`src/hw/pm_pkg.sv`:
```
// Constants and types shared by the power-management control ends
// Overview of operation
// - Control register readable in every power state
// - Writes ignored until first read after wake
// - State field: 00 normal, 01 frame, 10 energy
// - Test register write wakes reduced power state
// - Host writes only test register while unready
// - Transceiver reset held 100us, then self-clears
// - Writes to reset bit ignored while high
// - LAN wake event drives pin if enabled
// - LAN wake event raises interrupt regardless pin
// - Energy event drives pin if enabled
// - Energy event raises interrupt regardless pin
// - Buffer type: clear open-drain, set push-pull
// - Open-drain ignores polarity, always active low
// - Cause field: none, energy, frame, multiple
// - Write one clears cause bit, zero ignored
// - Cause clears only in normal state, ready
// - Cause clears only once event sources cleared
// - Pulse mode 50ms, else level until cleared
// - Push-pull polarity bit selects active level
// - Ready flag after settle; others invalid before
package pm_pkg;
  localparam logic [7:0] power_control_off = 8'h84;
  localparam logic [7:0] byte_test_off = 8'h64;
  localparam int state_lsb = 12;
  localparam int xrst_bit = 10;
  localparam int lan_en_bit = 9;
  localparam int energy_detect_enable_bit = 8;
  localparam int buf_type_bit = 6;
  localparam int cause_lsb = 4;
  localparam int pulse_sel_bit = 3;
  localparam int polarity_bit = 2;
  localparam int pin_en_bit = 1;
  localparam int ready_bit = 0;
  localparam logic [1:0] state_normal = 2'h0;
  localparam logic [1:0] state_frame = 2'h1;
  localparam logic [1:0] state_energy = 2'h2;
  localparam logic [1:0] state_reserved = 2'h3;
  localparam int clk_mhz = 40;
  localparam int xrst_time_us = 100;
  localparam int pulse_time_ms = 50;
  localparam int settle_time_us = 2;
  localparam int xrst_cycles = xrst_time_us * clk_mhz;
  localparam int pulse_cycles_def = pulse_time_ms * 1000 * clk_mhz;
  localparam int settle_cycles = settle_time_us * clk_mhz;
  localparam int cnt_w = 22;
  typedef enum logic [2:0] {
    hs_idle = 3'b001,
    hs_rd = 3'b010,
    hs_wr = 3'b100
  } host_state_t;
endpackage

```
`src/hw/pm_bus_if.sv`:
```
// Host register bus and wake indicator pin between host and device
`timescale 1ns/1ps
interface pm_bus_if;
  logic [7:0] addr;
  logic [31:0] wdata;
  logic [31:0] rdata;
  logic rd;
  logic wr;
  logic wake_indicator_pin_o;
  logic wake_indicator_pin_oe;
  logic wake_indicator_pin_i;
  modport device (input addr, input wdata, input rd, input wr, input wake_indicator_pin_i,
    output rdata, output wake_indicator_pin_o, output wake_indicator_pin_oe);
  modport host (output addr, output wdata, output rd, output wr, input rdata, input wake_indicator_pin_i);
endinterface

```
`src/hw/pm_device.sv`:
```
// Device end: power state, transceiver reset, wake cause and indicator pin
`timescale 1ns/1ps
module pm_device
  import pm_pkg::*;
#(
  parameter int pulse_cycles = pm_pkg::pulse_cycles_def
) (
  // Clock and reset
  input wire logic clk,
  input wire logic reset_n,
  // Host bus
  pm_bus_if.device bus,
  // Event sources and transceiver
  input wire logic lan_wake_event,
  input wire logic energy_event,
  output logic transceiver_reset_n,
  output logic wake_interrupt,
  output logic [1:0] power_state_select
);
  import pm_pkg::*;

  // Control register fields
  logic [1:0] state_q;
  logic [1:0] state_d;
  logic lan_en_q;
  logic energy_detect_enable_q;
  logic buf_type_q;
  logic pulse_sel_q;
  logic polarity_q;
  logic pin_en_q;
  logic [1:0] cause_q;
  logic [1:0] cause_d;
  logic [31:0] rdata_q;
  // Transceiver reset timer
  logic xrst_q;
  logic [cnt_w-1:0] xrst_cnt_q;
  // Settle timer and write gate
  logic ready_q;
  logic read_seen_q;
  logic [cnt_w-1:0] settle_cnt_q;
  // Indicator pulse
  logic [1:0] hit_q;
  logic active_q;
  logic [cnt_w-1:0] pulse_cnt_q;

  // Address decode and write qualification
  wire sel_ctrl = bus.addr == power_control_off;
  wire sel_test = bus.addr == byte_test_off;
  wire reduced = state_q != state_normal;
  wire wr_ok = bus.wr && ready_q && read_seen_q;
  wire ctrl_wr = wr_ok && sel_ctrl && !reduced;
  wire wake_wr = bus.wr && sel_test && reduced;
  wire [1:0] state_wr = bus.wdata[state_lsb+1:state_lsb];
  wire state_wr_legal = state_wr != state_reserved;
  wire xrst_wr = ctrl_wr && bus.wdata[xrst_bit];
  wire xrst_done = xrst_q && xrst_cnt_q == cnt_w'(xrst_cycles - 1);

  // Wake events
  wire lan_hit = lan_wake_event && lan_en_q;
  wire ed_hit = energy_event && energy_detect_enable_q;
  wire [1:0] cause_set = {lan_hit, ed_hit};
  wire [1:0] src_live = {lan_wake_event, energy_event};
  wire cause_event = lan_hit || ed_hit;
  wire wake_event = reduced && cause_event;
  wire [1:0] hit_rise = cause_set & ~hit_q;
  wire clr_ok = ctrl_wr && ready_q && !reduced;
  wire [1:0] clr_mask = bus.wdata[cause_lsb+1:cause_lsb];

  // Waking wins over a write in the same cycle
  assign state_d = (wake_wr || wake_event) ? state_normal :
    (ctrl_wr && state_wr_legal) ? state_wr : state_q;
  wire state_change = state_d != state_q;

  // A cause bit clears on a one only once its source is gone; a set wins
  for (genvar b = 0; b < 2; b++) begin : g_cause
    wire clr_bit = clr_ok && clr_mask[b] && !src_live[b];
    assign cause_d[b] = cause_set[b] || (cause_q[b] && !clr_bit);
  end

  wire [31:0] ctrl_word = {18'h0, state_q, 1'b0, xrst_q, lan_en_q, energy_detect_enable_q, 1'b0, buf_type_q, cause_q,
    pulse_sel_q, polarity_q, pin_en_q, ready_q};
  // Only this register is decoded here; any other offset reads zero
  wire [31:0] rd_word = sel_ctrl ? ctrl_word : 32'h0;

  always_ff @(posedge clk or negedge reset_n) begin
    if (!reset_n) begin
      state_q <= state_normal;
      cause_q <= 2'h0;
    end else begin
      state_q <= state_d;
      cause_q <= cause_d;
    end
  end

  always_ff @(posedge clk or negedge reset_n) begin
    if (!reset_n) begin
      lan_en_q <= 1'b0;
      energy_detect_enable_q <= 1'b0;
      buf_type_q <= 1'b0;
      pulse_sel_q <= 1'b0;
      polarity_q <= 1'b0;
      pin_en_q <= 1'b0;
    end else if (ctrl_wr) begin
      lan_en_q <= bus.wdata[lan_en_bit];
      energy_detect_enable_q <= bus.wdata[energy_detect_enable_bit];
      buf_type_q <= bus.wdata[buf_type_bit];
      pulse_sel_q <= bus.wdata[pulse_sel_bit];
      polarity_q <= bus.wdata[polarity_bit];
      pin_en_q <= bus.wdata[pin_en_bit];
    end
  end

  always_ff @(posedge clk or negedge reset_n) begin
    if (!reset_n) begin
      xrst_q <= 1'b0;
    end else if (xrst_done) begin
      xrst_q <= 1'b0;
    end else if (xrst_wr && !xrst_q) begin
      xrst_q <= 1'b1;
    end
  end

  always_ff @(posedge clk or negedge reset_n) begin
    if (!reset_n) begin
      xrst_cnt_q <= '0;
    end else if (xrst_q) begin
      xrst_cnt_q <= xrst_cnt_q + 1'b1;
    end else begin
      xrst_cnt_q <= '0;
    end
  end

  // Ready drops on every entry to or exit from reduced power, then settles
  wire settle_done = !ready_q && settle_cnt_q == cnt_w'(settle_cycles - 1);
  always_ff @(posedge clk or negedge reset_n) begin
    if (!reset_n) begin
      settle_cnt_q <= '0;
    end else if (state_change) begin
      settle_cnt_q <= '0;
    end else if (!ready_q) begin
      settle_cnt_q <= settle_cnt_q + 1'b1;
    end
  end

  always_ff @(posedge clk or negedge reset_n) begin
    if (!reset_n) begin
      ready_q <= 1'b0;
    end else if (state_change) begin
      ready_q <= 1'b0;
    end else if (settle_done) begin
      ready_q <= 1'b1;
    end
  end

  always_ff @(posedge clk or negedge reset_n) begin
    if (!reset_n) begin
      read_seen_q <= 1'b0;
    end else if (state_change) begin
      read_seen_q <= 1'b0;
    end else if (ready_q && bus.rd) begin
      read_seen_q <= 1'b1;
    end
  end

  // Indicator fires on a new event, so a source left high cannot stretch a pulse
  wire pin_event = pin_en_q && |hit_rise;
  wire pin_drop = !pin_en_q || cause_q == 2'h0;
  wire pulse_end = active_q && pulse_sel_q && pulse_cnt_q == cnt_w'(pulse_cycles - 1);

  always_ff @(posedge clk or negedge reset_n) begin
    if (!reset_n) hit_q <= 2'h0;
    else hit_q <= cause_set;
  end

  always_ff @(posedge clk or negedge reset_n) begin
    if (!reset_n) begin
      active_q <= 1'b0;
    end else if (pin_event) begin
      active_q <= 1'b1;
    end else if (pin_drop || pulse_end) begin
      active_q <= 1'b0;
    end
  end

  always_ff @(posedge clk or negedge reset_n) begin
    if (!reset_n) begin
      pulse_cnt_q <= '0;
    end else if (active_q && pulse_sel_q && !pin_event) begin
      pulse_cnt_q <= pulse_cnt_q + 1'b1;
    end else begin
      pulse_cnt_q <= '0;
    end
  end

  always_ff @(posedge clk or negedge reset_n) begin
    if (!reset_n) begin
      rdata_q <= 32'h0;
    end else begin
      rdata_q <= rd_word;
    end
  end

  assign bus.rdata = rdata_q;
  // Open-drain only pulls low, so polarity has no say there
  wire pp_level = polarity_q ? active_q : !active_q;
  assign bus.wake_indicator_pin_o = buf_type_q ? pp_level : 1'b0;
  assign bus.wake_indicator_pin_oe = buf_type_q || active_q;
  assign wake_interrupt = cause_q != 2'h0;
  assign transceiver_reset_n = !xrst_q;
  assign power_state_select = state_q;
endmodule // pm_device

```
`src/flat_wrapper.sv`:
```
// flat-port wrapper written by rule: the top's interface ports become plain ports
module pm_device_flat import pm_pkg::*;
#(
  parameter int pulse_cycles = pm_pkg::pulse_cycles_def
)
  (clk, reset_n, lan_wake_event, energy_event, transceiver_reset_n, wake_interrupt, power_state_select, bus_addr, bus_wdata, bus_rd, bus_wr, bus_wake_indicator_pin_i, bus_rdata, bus_wake_indicator_pin_o, bus_wake_indicator_pin_oe);
  pm_bus_if bus_i ();
  input wire logic clk;
  input wire logic reset_n;
  input wire logic lan_wake_event;
  input wire logic energy_event;
  output logic transceiver_reset_n;
  output logic wake_interrupt;
  output logic [1:0] power_state_select;
  input wire logic [$bits(bus_i.addr)-1:0] bus_addr;
  input wire logic [$bits(bus_i.wdata)-1:0] bus_wdata;
  input wire logic [$bits(bus_i.rd)-1:0] bus_rd;
  input wire logic [$bits(bus_i.wr)-1:0] bus_wr;
  input wire logic [$bits(bus_i.wake_indicator_pin_i)-1:0] bus_wake_indicator_pin_i;
  output wire logic [$bits(bus_i.rdata)-1:0] bus_rdata;
  output wire logic [$bits(bus_i.wake_indicator_pin_o)-1:0] bus_wake_indicator_pin_o;
  output wire logic [$bits(bus_i.wake_indicator_pin_oe)-1:0] bus_wake_indicator_pin_oe;
  assign bus_i.addr = bus_addr;
  assign bus_i.wdata = bus_wdata;
  assign bus_i.rd = bus_rd;
  assign bus_i.wr = bus_wr;
  assign bus_i.wake_indicator_pin_i = bus_wake_indicator_pin_i;
  assign bus_rdata = bus_i.rdata;
  assign bus_wake_indicator_pin_o = bus_i.wake_indicator_pin_o;
  assign bus_wake_indicator_pin_oe = bus_i.wake_indicator_pin_oe;
  pm_device #(.pulse_cycles(pulse_cycles)) u_core (.clk(clk), .reset_n(reset_n), .bus(bus_i), .lan_wake_event(lan_wake_event), .energy_event(energy_event), .transceiver_reset_n(transceiver_reset_n), .wake_interrupt(wake_interrupt), .power_state_select(power_state_select));
endmodule
```
`config.mk`:
```
export PLATFORM = sky130hd
export DESIGN_NAME = pm_device_flat
export DESIGN_NICKNAME = d
export VERILOG_FILES = /design/src/hw/pm_pkg.sv /design/src/hw/pm_bus_if.sv /design/src/hw/pm_device.sv /design/src/flat_wrapper.sv
export SDC_FILE = /design/constraint.sdc
export NUM_CORES = 1
export LEC_CHECK = 0
export BUFFER_PORTS_ARGS = -buffer_cell sky130_fd_sc_hd__buf_2
export CORE_MARGIN = 2
export CORE_UTILIZATION = 39
export DETAILED_ROUTE_END_ITERATION = 8
export GPL_TIMING_DRIVEN = 0
export MAX_ROUTING_LAYER = met4
export PLACE_DENSITY = 0.59
export SLEW_MARGIN = 30
export SYNTH_ARGS = -nofsm -noshare
export SYNTH_HDL_FRONTEND = slang
export SYNTH_SLANG_ARGS = --single-unit
export TNS_END_PERCENT = 30
```
`constraint.sdc`:
```
create_clock -name clk -period 2.65 [get_ports clk]
set_input_delay 0.3975 -clock clk [delete_from_list [all_inputs] [get_ports clk]]
set_output_delay 0.3975 -clock clk [all_outputs]
set_load 0.02 [all_outputs]
```
==> impl_metrics.tcl, run 1 <==
set metrics [dict create \
    routed_wl_um 9670 \
    die_w_um 114 \
    cts_buffers 9 \
    syn_area_mm2 0.00470 \
    maxUsedRoutingLayer "met4" \
    post-synth-top-count-cell "dfrtp_1" \
    clk_latency_ps 350 \
    layout-drive-gt1-share_pct 17.9 \
    drcViolationCount 0 \
    finalSetupTns_ps 0 \
    vdd_drop_max_uv 462 \
    area_delta_synth_final_pct 17.3 \
    final.setup.worst_slack_ps 430 \
    grt_remaining_overflow 0 \
    n_antenna_cell 0 \
    wl_per_cell_um 14.0 \
    initial_core_util_pct 39.5 \
    die_area_mm2 0.0130 \
    dp_worst_setup_slack_ps 224 \
    max_stage_delay_ps 560 \
    synth_area_leader_cell "dfrtp_1" \
    tightest_slew_ps 509 \
    antenna_left 0 \
    yosysUniqueCellTypes 48 \
    relSlewSlack_pct 65.7 \
    synthTopCellsByCount "94 x dfrtp_1, 33 x nor2_1, 22 x and2_1" \
    arrival_ps 2490 \
    slowest_stage "or4_1" \
    cts_root_buf "clkbuf_16" \
    pwr-share-clk_pct 35.3 \
    crit_family "simple AND/OR/NAND/NOR gates" \
    clk_path_buf_depth 2 \
    grt.total_usage_pct 16.3 \
    gp_congestion 0.799 \
    synth_ff_type "dfrtp_1" \
    power_mw 3.81 \
    grt_pass1_vias 3367 \
    yosysWarnings 0 \
    top_level_ports 85 \
    postCtsSetupRepairBufs 0 \
    finalSetupViolCount 0 \
    instances_no_fill 693 \
    htreeDepth 3 \
    async_flop_share_pct 100 \
    endpoint_kind "flop" \
    outcome "finished, final reports clean" \
    dp_cells 676 \
    final_nets 591 \
    antenna_found_initial 0 \
    clock-skew-final_ps 7.79 \
    drt-initial-drc-count 230 \
    coreArea_mm2 0.0119 \
    path_cells "ha_1 > and3_1 > clkbuf_1 > nand4_1 > or4_1 > a21oi_1" \
    fp-row-count 40 \
    power_per_cell_area_mw_per_mm2 690 \
    wl_met3_um 256 \
    swShare_pct 30.2 \
    cts_tree "done" \
    route.layer.met1.wl_um 4500 \
    routed_via_density 5.27 \
    rsz0062_at_grt "false" \
    seq_power_share_pct 47.6 \
    min_period_over_period_pct 83.8 \
    critical_path_class "flop to flop" \
    crit_required_ps 2920 \
    synth_seq_cells 94 \
    clkTransAtPathRegs_ps 70 \
    grt_start_max_net_pins 67 \
    p_leak_nw 2.38 \
    numClockSinks 94 \
    firstDrtPassIters 4 \
    max_freq_mhz 450 \
    avgSynthCellArea_um2 10.1 \
    numPortBuffers 42 \
    yosys.area.top_type_share_pct 50.0 \
    hp-class "input port to flop" \
    path_max_fanout 8 \
    comb_power_share_pct 17.1 \
    p_int_mw 2.66 \
    dpl.hpwl_um 6840 \
    ctsResizeCount 0 \
    grt_pass1_wl_um 16300 \
    die_y_um 114 \
    hold_slack_ps 234 \
    vias 3649 \
    slew_viol_final 0 \
    synth_seq_area_share_pct 50.0 \
    wl_met2_um 4760 \
    final_hold_viol_count 0 \
    synthTopCellsByArea "dfrtp_1 50%, xor2_1 3.5%, buf_4 3.4%" \
    synthCells 467 \
    period_needed_ps 2220 \
    num-fill-cells 1148 \
    drv_cap 0 \
    synth_edf_count 0 \
    cp.buffers_inverters 1 \
    p_switching_mw 1.15 \
    worst_setup_path_start_kind "flop" \
]
==> timing repair <==
item                       in CTS  in global routing
hold buffers                    1                  0
hold endpoints to repair       28                  0
setup endpoints to repair       0                  0
==> metrics by stage <==
step | utilization (%) | cell area [um2]
finish | 46.3 | 5520
global route | 46.3 | 5520
CTS | 46.3 | 5520
detailed placement | 43.7 | 5200
global placement | 43.4 | 5170
floorplan | - | 4780
==> cells by family after synthesis <==
kind of cell	after synthesis	share of synthesized area [%]
compound gates	67	9.12
xor+xnor	34	6.33
fa+ha+maj	3	0.798
buf+inv	53	6.01
flops	94	50.0
mux	8	1.86
other cells	1	0.0797
simple gates	207	25.8
==> sequential cells by signal, indices dropped and copies added, names as in the netlist, 2 cells and up <==
register,count
u_core.pulse_cnt_q,22
u_core.settle_cnt_q,22
u_core.xrst_cnt_q,22
u_core.bus.rdata,12
u_core.cause_q,2
u_core.hit_q,2
u_core.power_state_select,2
==> path summary, 6_finish.rpt <==
path | slack (ps) | cells after the start | endpoint | startpoint
worst max-delay path | 430 | 6 | u_core.pulse_cnt_q[18]$_DFF_PN0_ | u_core.pulse_cnt_q[0]$_DFF_PN0_
worst min-delay path | 230 | 2 | u_core.cause_q[1]$_DFF_PN0_ | bus_wdata[5]
worst max register to register | 430 | 6 | u_core.pulse_cnt_q[18]$_DFF_PN0_ | u_core.pulse_cnt_q[0]$_DFF_PN0_
worst min register to register | 450 | 1 | u_core.xrst_cnt_q[0]$_DFF_PN0_ | u_core.xrst_cnt_q[0]$_DFF_PN0_
max in group asynchronous | 1550 | 3 | u_core.xrst_cnt_q[6]$_DFF_PN0_ | reset_n
min in group asynchronous | 480 | 2 | u_core.bus.rdata[6]$_DFF_PN0_ | reset_n
==> metal layers <==
| metal | vias to the layer above | global-route usage, % |
|---|---|---|
| li1 | 1811 | - |
| met2 | 44 | 26.0 |
| met4 | 0 | 6.50 |
| met5 | - | - |
| met1 | 1783 | 20.5 |
| met3 | 11 | 3.35 |
==> worst register-to-register path: stages, from the launching register on <==
cell and delay (ps):
dfrtp_1 400, ha_1 200, and3_1 140, clkbuf_1 320
nand4_1 360, or4_1 560, a21oi_1 150
==> cells in the final DEF (no fill, tap or decap), types with 3 or more instances in the layout <==
| cell | instances |
|---|---|
| nor3_1 | 16 |
| inv_1 | 11 |
| clkbuf_16 | 9 |
| a31oi_1 | 4 |
| nor4_1 | 12 |
| mux2_2 | 6 |
| o21ai_0 | 15 |
| inv_6 | 3 |
| buf_2 | 44 |
| nor3b_1 | 3 |
| o31ai_1 | 13 |
| ha_1 | 3 |
| and2_1 | 22 |
| nand2_1 | 21 |
| a211oi_1 | 7 |
| nand4_1 | 15 |
| conb_1 | 20 |
| a21oi_1 | 20 |
| clkbuf_1 | 17 |
| nand4b_1 | 3 |
| nor2_1 | 33 |
| and3_1 | 7 |
| and4_1 | 7 |
| nor4b_1 | 3 |
| xor2_1 | 19 |
| or4_1 | 14 |
| nand3_1 | 20 |
| or3_1 | 13 |
| nor2b_1 | 4 |
| dfrtp_1 | 94 |
| buf_4 | 21 |
| xnor2_1 | 15 |
==> power by group through the flow <==
| stage | logic, mW | clock network, mW | registers, mW |
|---|---|---|---|
| finish | 0.650 | 1.34 | 1.81 |
| global route | 0.730 | 1.44 | 1.85 |
| CTS | 0.658 | 1.38 | 1.81 |
| detailed placement | 0.654 | 0 | 1.84 |
| global placement | 0.631 | 0 | 1.83 |
| floorplan | 0.510 | 0 | 1.78 |
==> layout make-up <==
class	count	area (um2)	area share, %
flip-flops and latches	94	2350	42.6
plain buffers	42	241	4.38
well taps	147	184	3.33
clock buffers	10	229	4.15
repair buffers	44	254	4.60
inverters	11	41.3	0.748
multi-input cells	339	2140	38.8
clock inverters	6	76.3	1.38
No activity file was read; power rests on OpenSTA's default activity.
==> inputs of run 2 (changes only) <==
--- a/config.mk
+++ b/config.mk
@@ -5,13 +5,14 @@
 export SDC_FILE = /design/constraint.sdc
 export NUM_CORES = 1
 export LEC_CHECK = 0
+export ABC_AREA = 1
 export BUFFER_PORTS_ARGS = -buffer_cell sky130_fd_sc_hd__buf_2
 export CORE_MARGIN = 2
 export CORE_UTILIZATION = 39
 export DETAILED_ROUTE_END_ITERATION = 8
 export GPL_TIMING_DRIVEN = 0
 export MAX_ROUTING_LAYER = met4
-export PLACE_DENSITY = 0.59
+export PLACE_DENSITY = 0.61
 export SLEW_MARGIN = 30
 export SYNTH_ARGS = -nofsm -noshare
 export SYNTH_HDL_FRONTEND = slang
==> constraint.sdc (replaced) <==
create_clock -name clk -period 1.9 [get_ports clk]
set_input_delay 0.285 -clock clk [delete_from_list [all_inputs] [get_ports clk]]
set_output_delay 0.285 -clock clk [all_outputs]
set_load 0.02 [all_outputs]
==> run 2 against run 1 <==
Area after synthesis rose by 9.1%. Synthesized cell count is 36% higher. Global-route usage grew 0.47 points. Critical path type unchanged. Combinational power increased by 9.5%.
==> impl_metrics.tcl, run 2 <==
set metrics [dict create \
    firstDrtPassIters 4 \
    path_max_fanout 5 \
    wl_met2_um 5100 \
    routed_wl_um 10800 \
    hold_slack_ps 150 \
    slew_viol_final 0 \
    path_cells "ha_1 > nand3_2 > nor2_2 > nand2_2 > nor2_4 > nand2_2 > nor3_4 > nand3_1 > nand2_1 > nor2_1" \
    endpoint_kind "flop" \
    drcViolationCount 0 \
    post-synth-top-count-cell "nand2_1" \
    synthTopCellsByArea "dfrtp_1 46%, nand2_1 8.1%, inv_1 6.4%" \
    rsz0062_at_grt "false" \
    crit_required_ps 2140 \
    min_period_over_period_pct 91.4 \
    antenna_left 0 \
    grt.total_usage_pct 16.8 \
    drv_cap 0 \
    wl_met3_um 344 \
    final_nets 759 \
    power_mw 4.69 \
    power_per_cell_area_mw_per_mm2 788 \
    fp-row-count 41 \
    final.setup.worst_slack_ps 163 \
    route.layer.met1.wl_um 5180 \
    n_antenna_cell 0 \
    maxUsedRoutingLayer "met4" \
    die_w_um 119 \
    wl_per_cell_um 12.2 \
    cp.buffers_inverters 0 \
    synth_area_leader_cell "dfrtp_1" \
    p_leak_nw 2.88 \
    gp_congestion 0.926 \
    max_stage_delay_ps 380 \
    yosys.area.top_type_share_pct 45.8 \
    grt_start_max_net_pins 70 \
    top_level_ports 85 \
    grt_pass1_wl_um 18700 \
    synthCells 636 \
    antenna_found_initial 0 \
    area_delta_synth_final_pct 16.0 \
    yosysWarnings 0 \
    vias 4206 \
    initial_core_util_pct 40.4 \
    async_flop_share_pct 100 \
    routed_via_density 4.75 \
    synth_seq_cells 94 \
    final_hold_viol_count 0 \
    ff2ff_path_depth 10 \
    htreeDepth 3 \
    mostFrequentLayoutCell "nand2_1" \
    dpl.hpwl_um 8250 \
    max_freq_mhz 576 \
    clkTransAtPathRegs_ps 60 \
    biggestRegsByFlops "u_core.pulse_cnt_q: 22 flops, u_core.settle_cnt_q: 22 flops, u_core.xrst_cnt_q: 22 flops" \
    outcome "finished, final reports clean" \
    mostFrequentLayoutCells "111 x nand2_1, 94 x dfrtp_1, 88 x inv_1" \
    crit_cells 10 \
    cts_tree "done" \
    numClockSinks 94 \
    hp-class "input port to flop" \
    arrival_ps 1980 \
    dp_cells 870 \
    r2r_slack_ps 160 \
    clk_latency_ps 350 \
    clock-skew-final_ps 9.13 \
    die_y_um 119 \
    crit_family "simple AND/OR/NAND/NOR gates" \
    synthTopCellsByCount "111 x nand2_1, 94 x dfrtp_1, 88 x inv_1" \
    period_needed_ps 1740 \
    finalSetupViolCount 0 \
    die_area_mm2 0.0141 \
    cts_buffers 9 \
    relSlewSlack_pct 63.8 \
    grt_pass1_vias 4119 \
    postCtsSetupRepairBufs 0 \
    dp_worst_setup_slack_ps 130 \
    syn_area_mm2 0.00513 \
    cts_root_buf "clkbuf_16" \
    tightest_slew_ps 544 \
    synth_ff_type "dfrtp_1" \
    coreArea_mm2 0.0127 \
    grt_remaining_overflow 0 \
    layout-drive-gt1-share_pct 19.5 \
    critical_path_class "flop to flop" \
    synth_edf_count 0 \
    worst_setup_path_start_kind "flop" \
    path_common_cell "nand2_2" \
    synth_seq_area_share_pct 45.8 \
    yosysUniqueCellTypes 37 \
    avgSynthCellArea_um2 8.07 \
    numPortBuffers 42 \
    clk_path_buf_depth 2 \
    drt-initial-drc-count 213 \
    vdd_drop_max_uv 539 \
    instances_no_fill 886 \
    hold_path_depth 3 \
    slowest_stage "dfrtp_1" \
]
run 2: changes by cell type after synthesis, moves of 10 or more:
cell and delta:
inv_1 +77, nor2_2 +19, or4_1 -14, and2_1 -22, o31ai_1 -11, nor3_1 +15
nand2_1 +90, or3_1 -13, nor2_1 +48, nand3_1 +10, clkbuf_1 -13
run 2: kinds of logic (layout without fill, tap and decap cells):
kind of cell | after synthesis | in the layout | share of synthesized area [%]
flip-flops | 94 | 94 | 45.8
buffers and inverters | 121 | 180 | 10.7
adder cells (fa/ha/maj) | 3 | 3 | 0.731
other | 1 | 20 | 0.0730
XOR/XNOR | 25 | 25 | 4.26
AO/OA/AOI/OAI | 55 | 55 | 5.75
AND/OR/NAND/NOR | 337 | 337 | 32.6
run 2: area by class of cell:
| type | instances | area [um2] |
|---|---|---|
| fill | 1293 | 6760 |
| sequential | 94 | 2350 |
| multi-input combinational | 440 | 2310 |
| inverter | 94 | 358 |
| timing repair buffer | 44 | 254 |
| clock buffer | 10 | 239 |
| tap | 172 | 215 |
| buffer | 26 | 190 |
| clock inverter | 6 | 42.5 |
run 2: metrics by stage:
stage | utilization (%) | cell area [um2] | setup TNS [ps]
3_5_place_dp | 44.5 | 5670 | 0
4_1_cts | 46.8 | 5950 | 0
6_report | 46.8 | 5960 | 0
5_1_grt | 46.8 | 5960 | 0
3_3_place_gp | 44.3 | 5630 | -39620
2_1_floorplan | - | 5210 | 0
run 2: final timing paths:
kind | from | endpoint
setup / recovery | u_core.pulse_cnt_q[0]$_DFF_PN0_ | u_core.pulse_cnt_q[14]$_DFF_PN0_
hold / removal | bus_wdata[2] | u_core.polarity_q$_DFFE_PN0P_
setup reg to reg | u_core.pulse_cnt_q[0]$_DFF_PN0_ | u_core.pulse_cnt_q[14]$_DFF_PN0_
hold reg to reg | u_core.xrst_cnt_q[0]$_DFF_PN0_ | u_core.xrst_cnt_q[0]$_DFF_PN0_
max in group asynchronous | reset_n | u_core.settle_cnt_q[18]$_DFFE_PN0P_
min in group asynchronous | reset_n | u_core.pulse_cnt_q[0]$_DFF_PN0_
run 2: metal layers:
| metal | global-route usage, % | up-vias |
|---|---|---|
| li1 | - | 2152 |
| met1 | 21.3 | 1982 |
| met2 | 26.2 | 57 |
| met3 | 3.09 | 15 |
| met4 | 7.51 | 0 |
| met5 | - | - |
run 2: timing repair:
item                       4_1_cts  5_1_grt
setup endpoints to repair        1        1
hold buffers                     1        0
hold endpoints to repair        25        0
resized for setup                0        1
cloned                           0        0
run 2: worst min-delay path: cells and delay by family:
family	cells	cell delay [ps]
buffers and inverters	1	80
AOI/OAI and AO/OA	1	60
and+or+nand+nor	1	40
run 2: where the power goes:
group | leakage [nW] | internal (mW) | switching, mW
logic | 1.52 | 0.254 | 0.458
registers | 1.22 | 2.12 | 0.147
clock network | 0.135 | 0.927 | 0.785
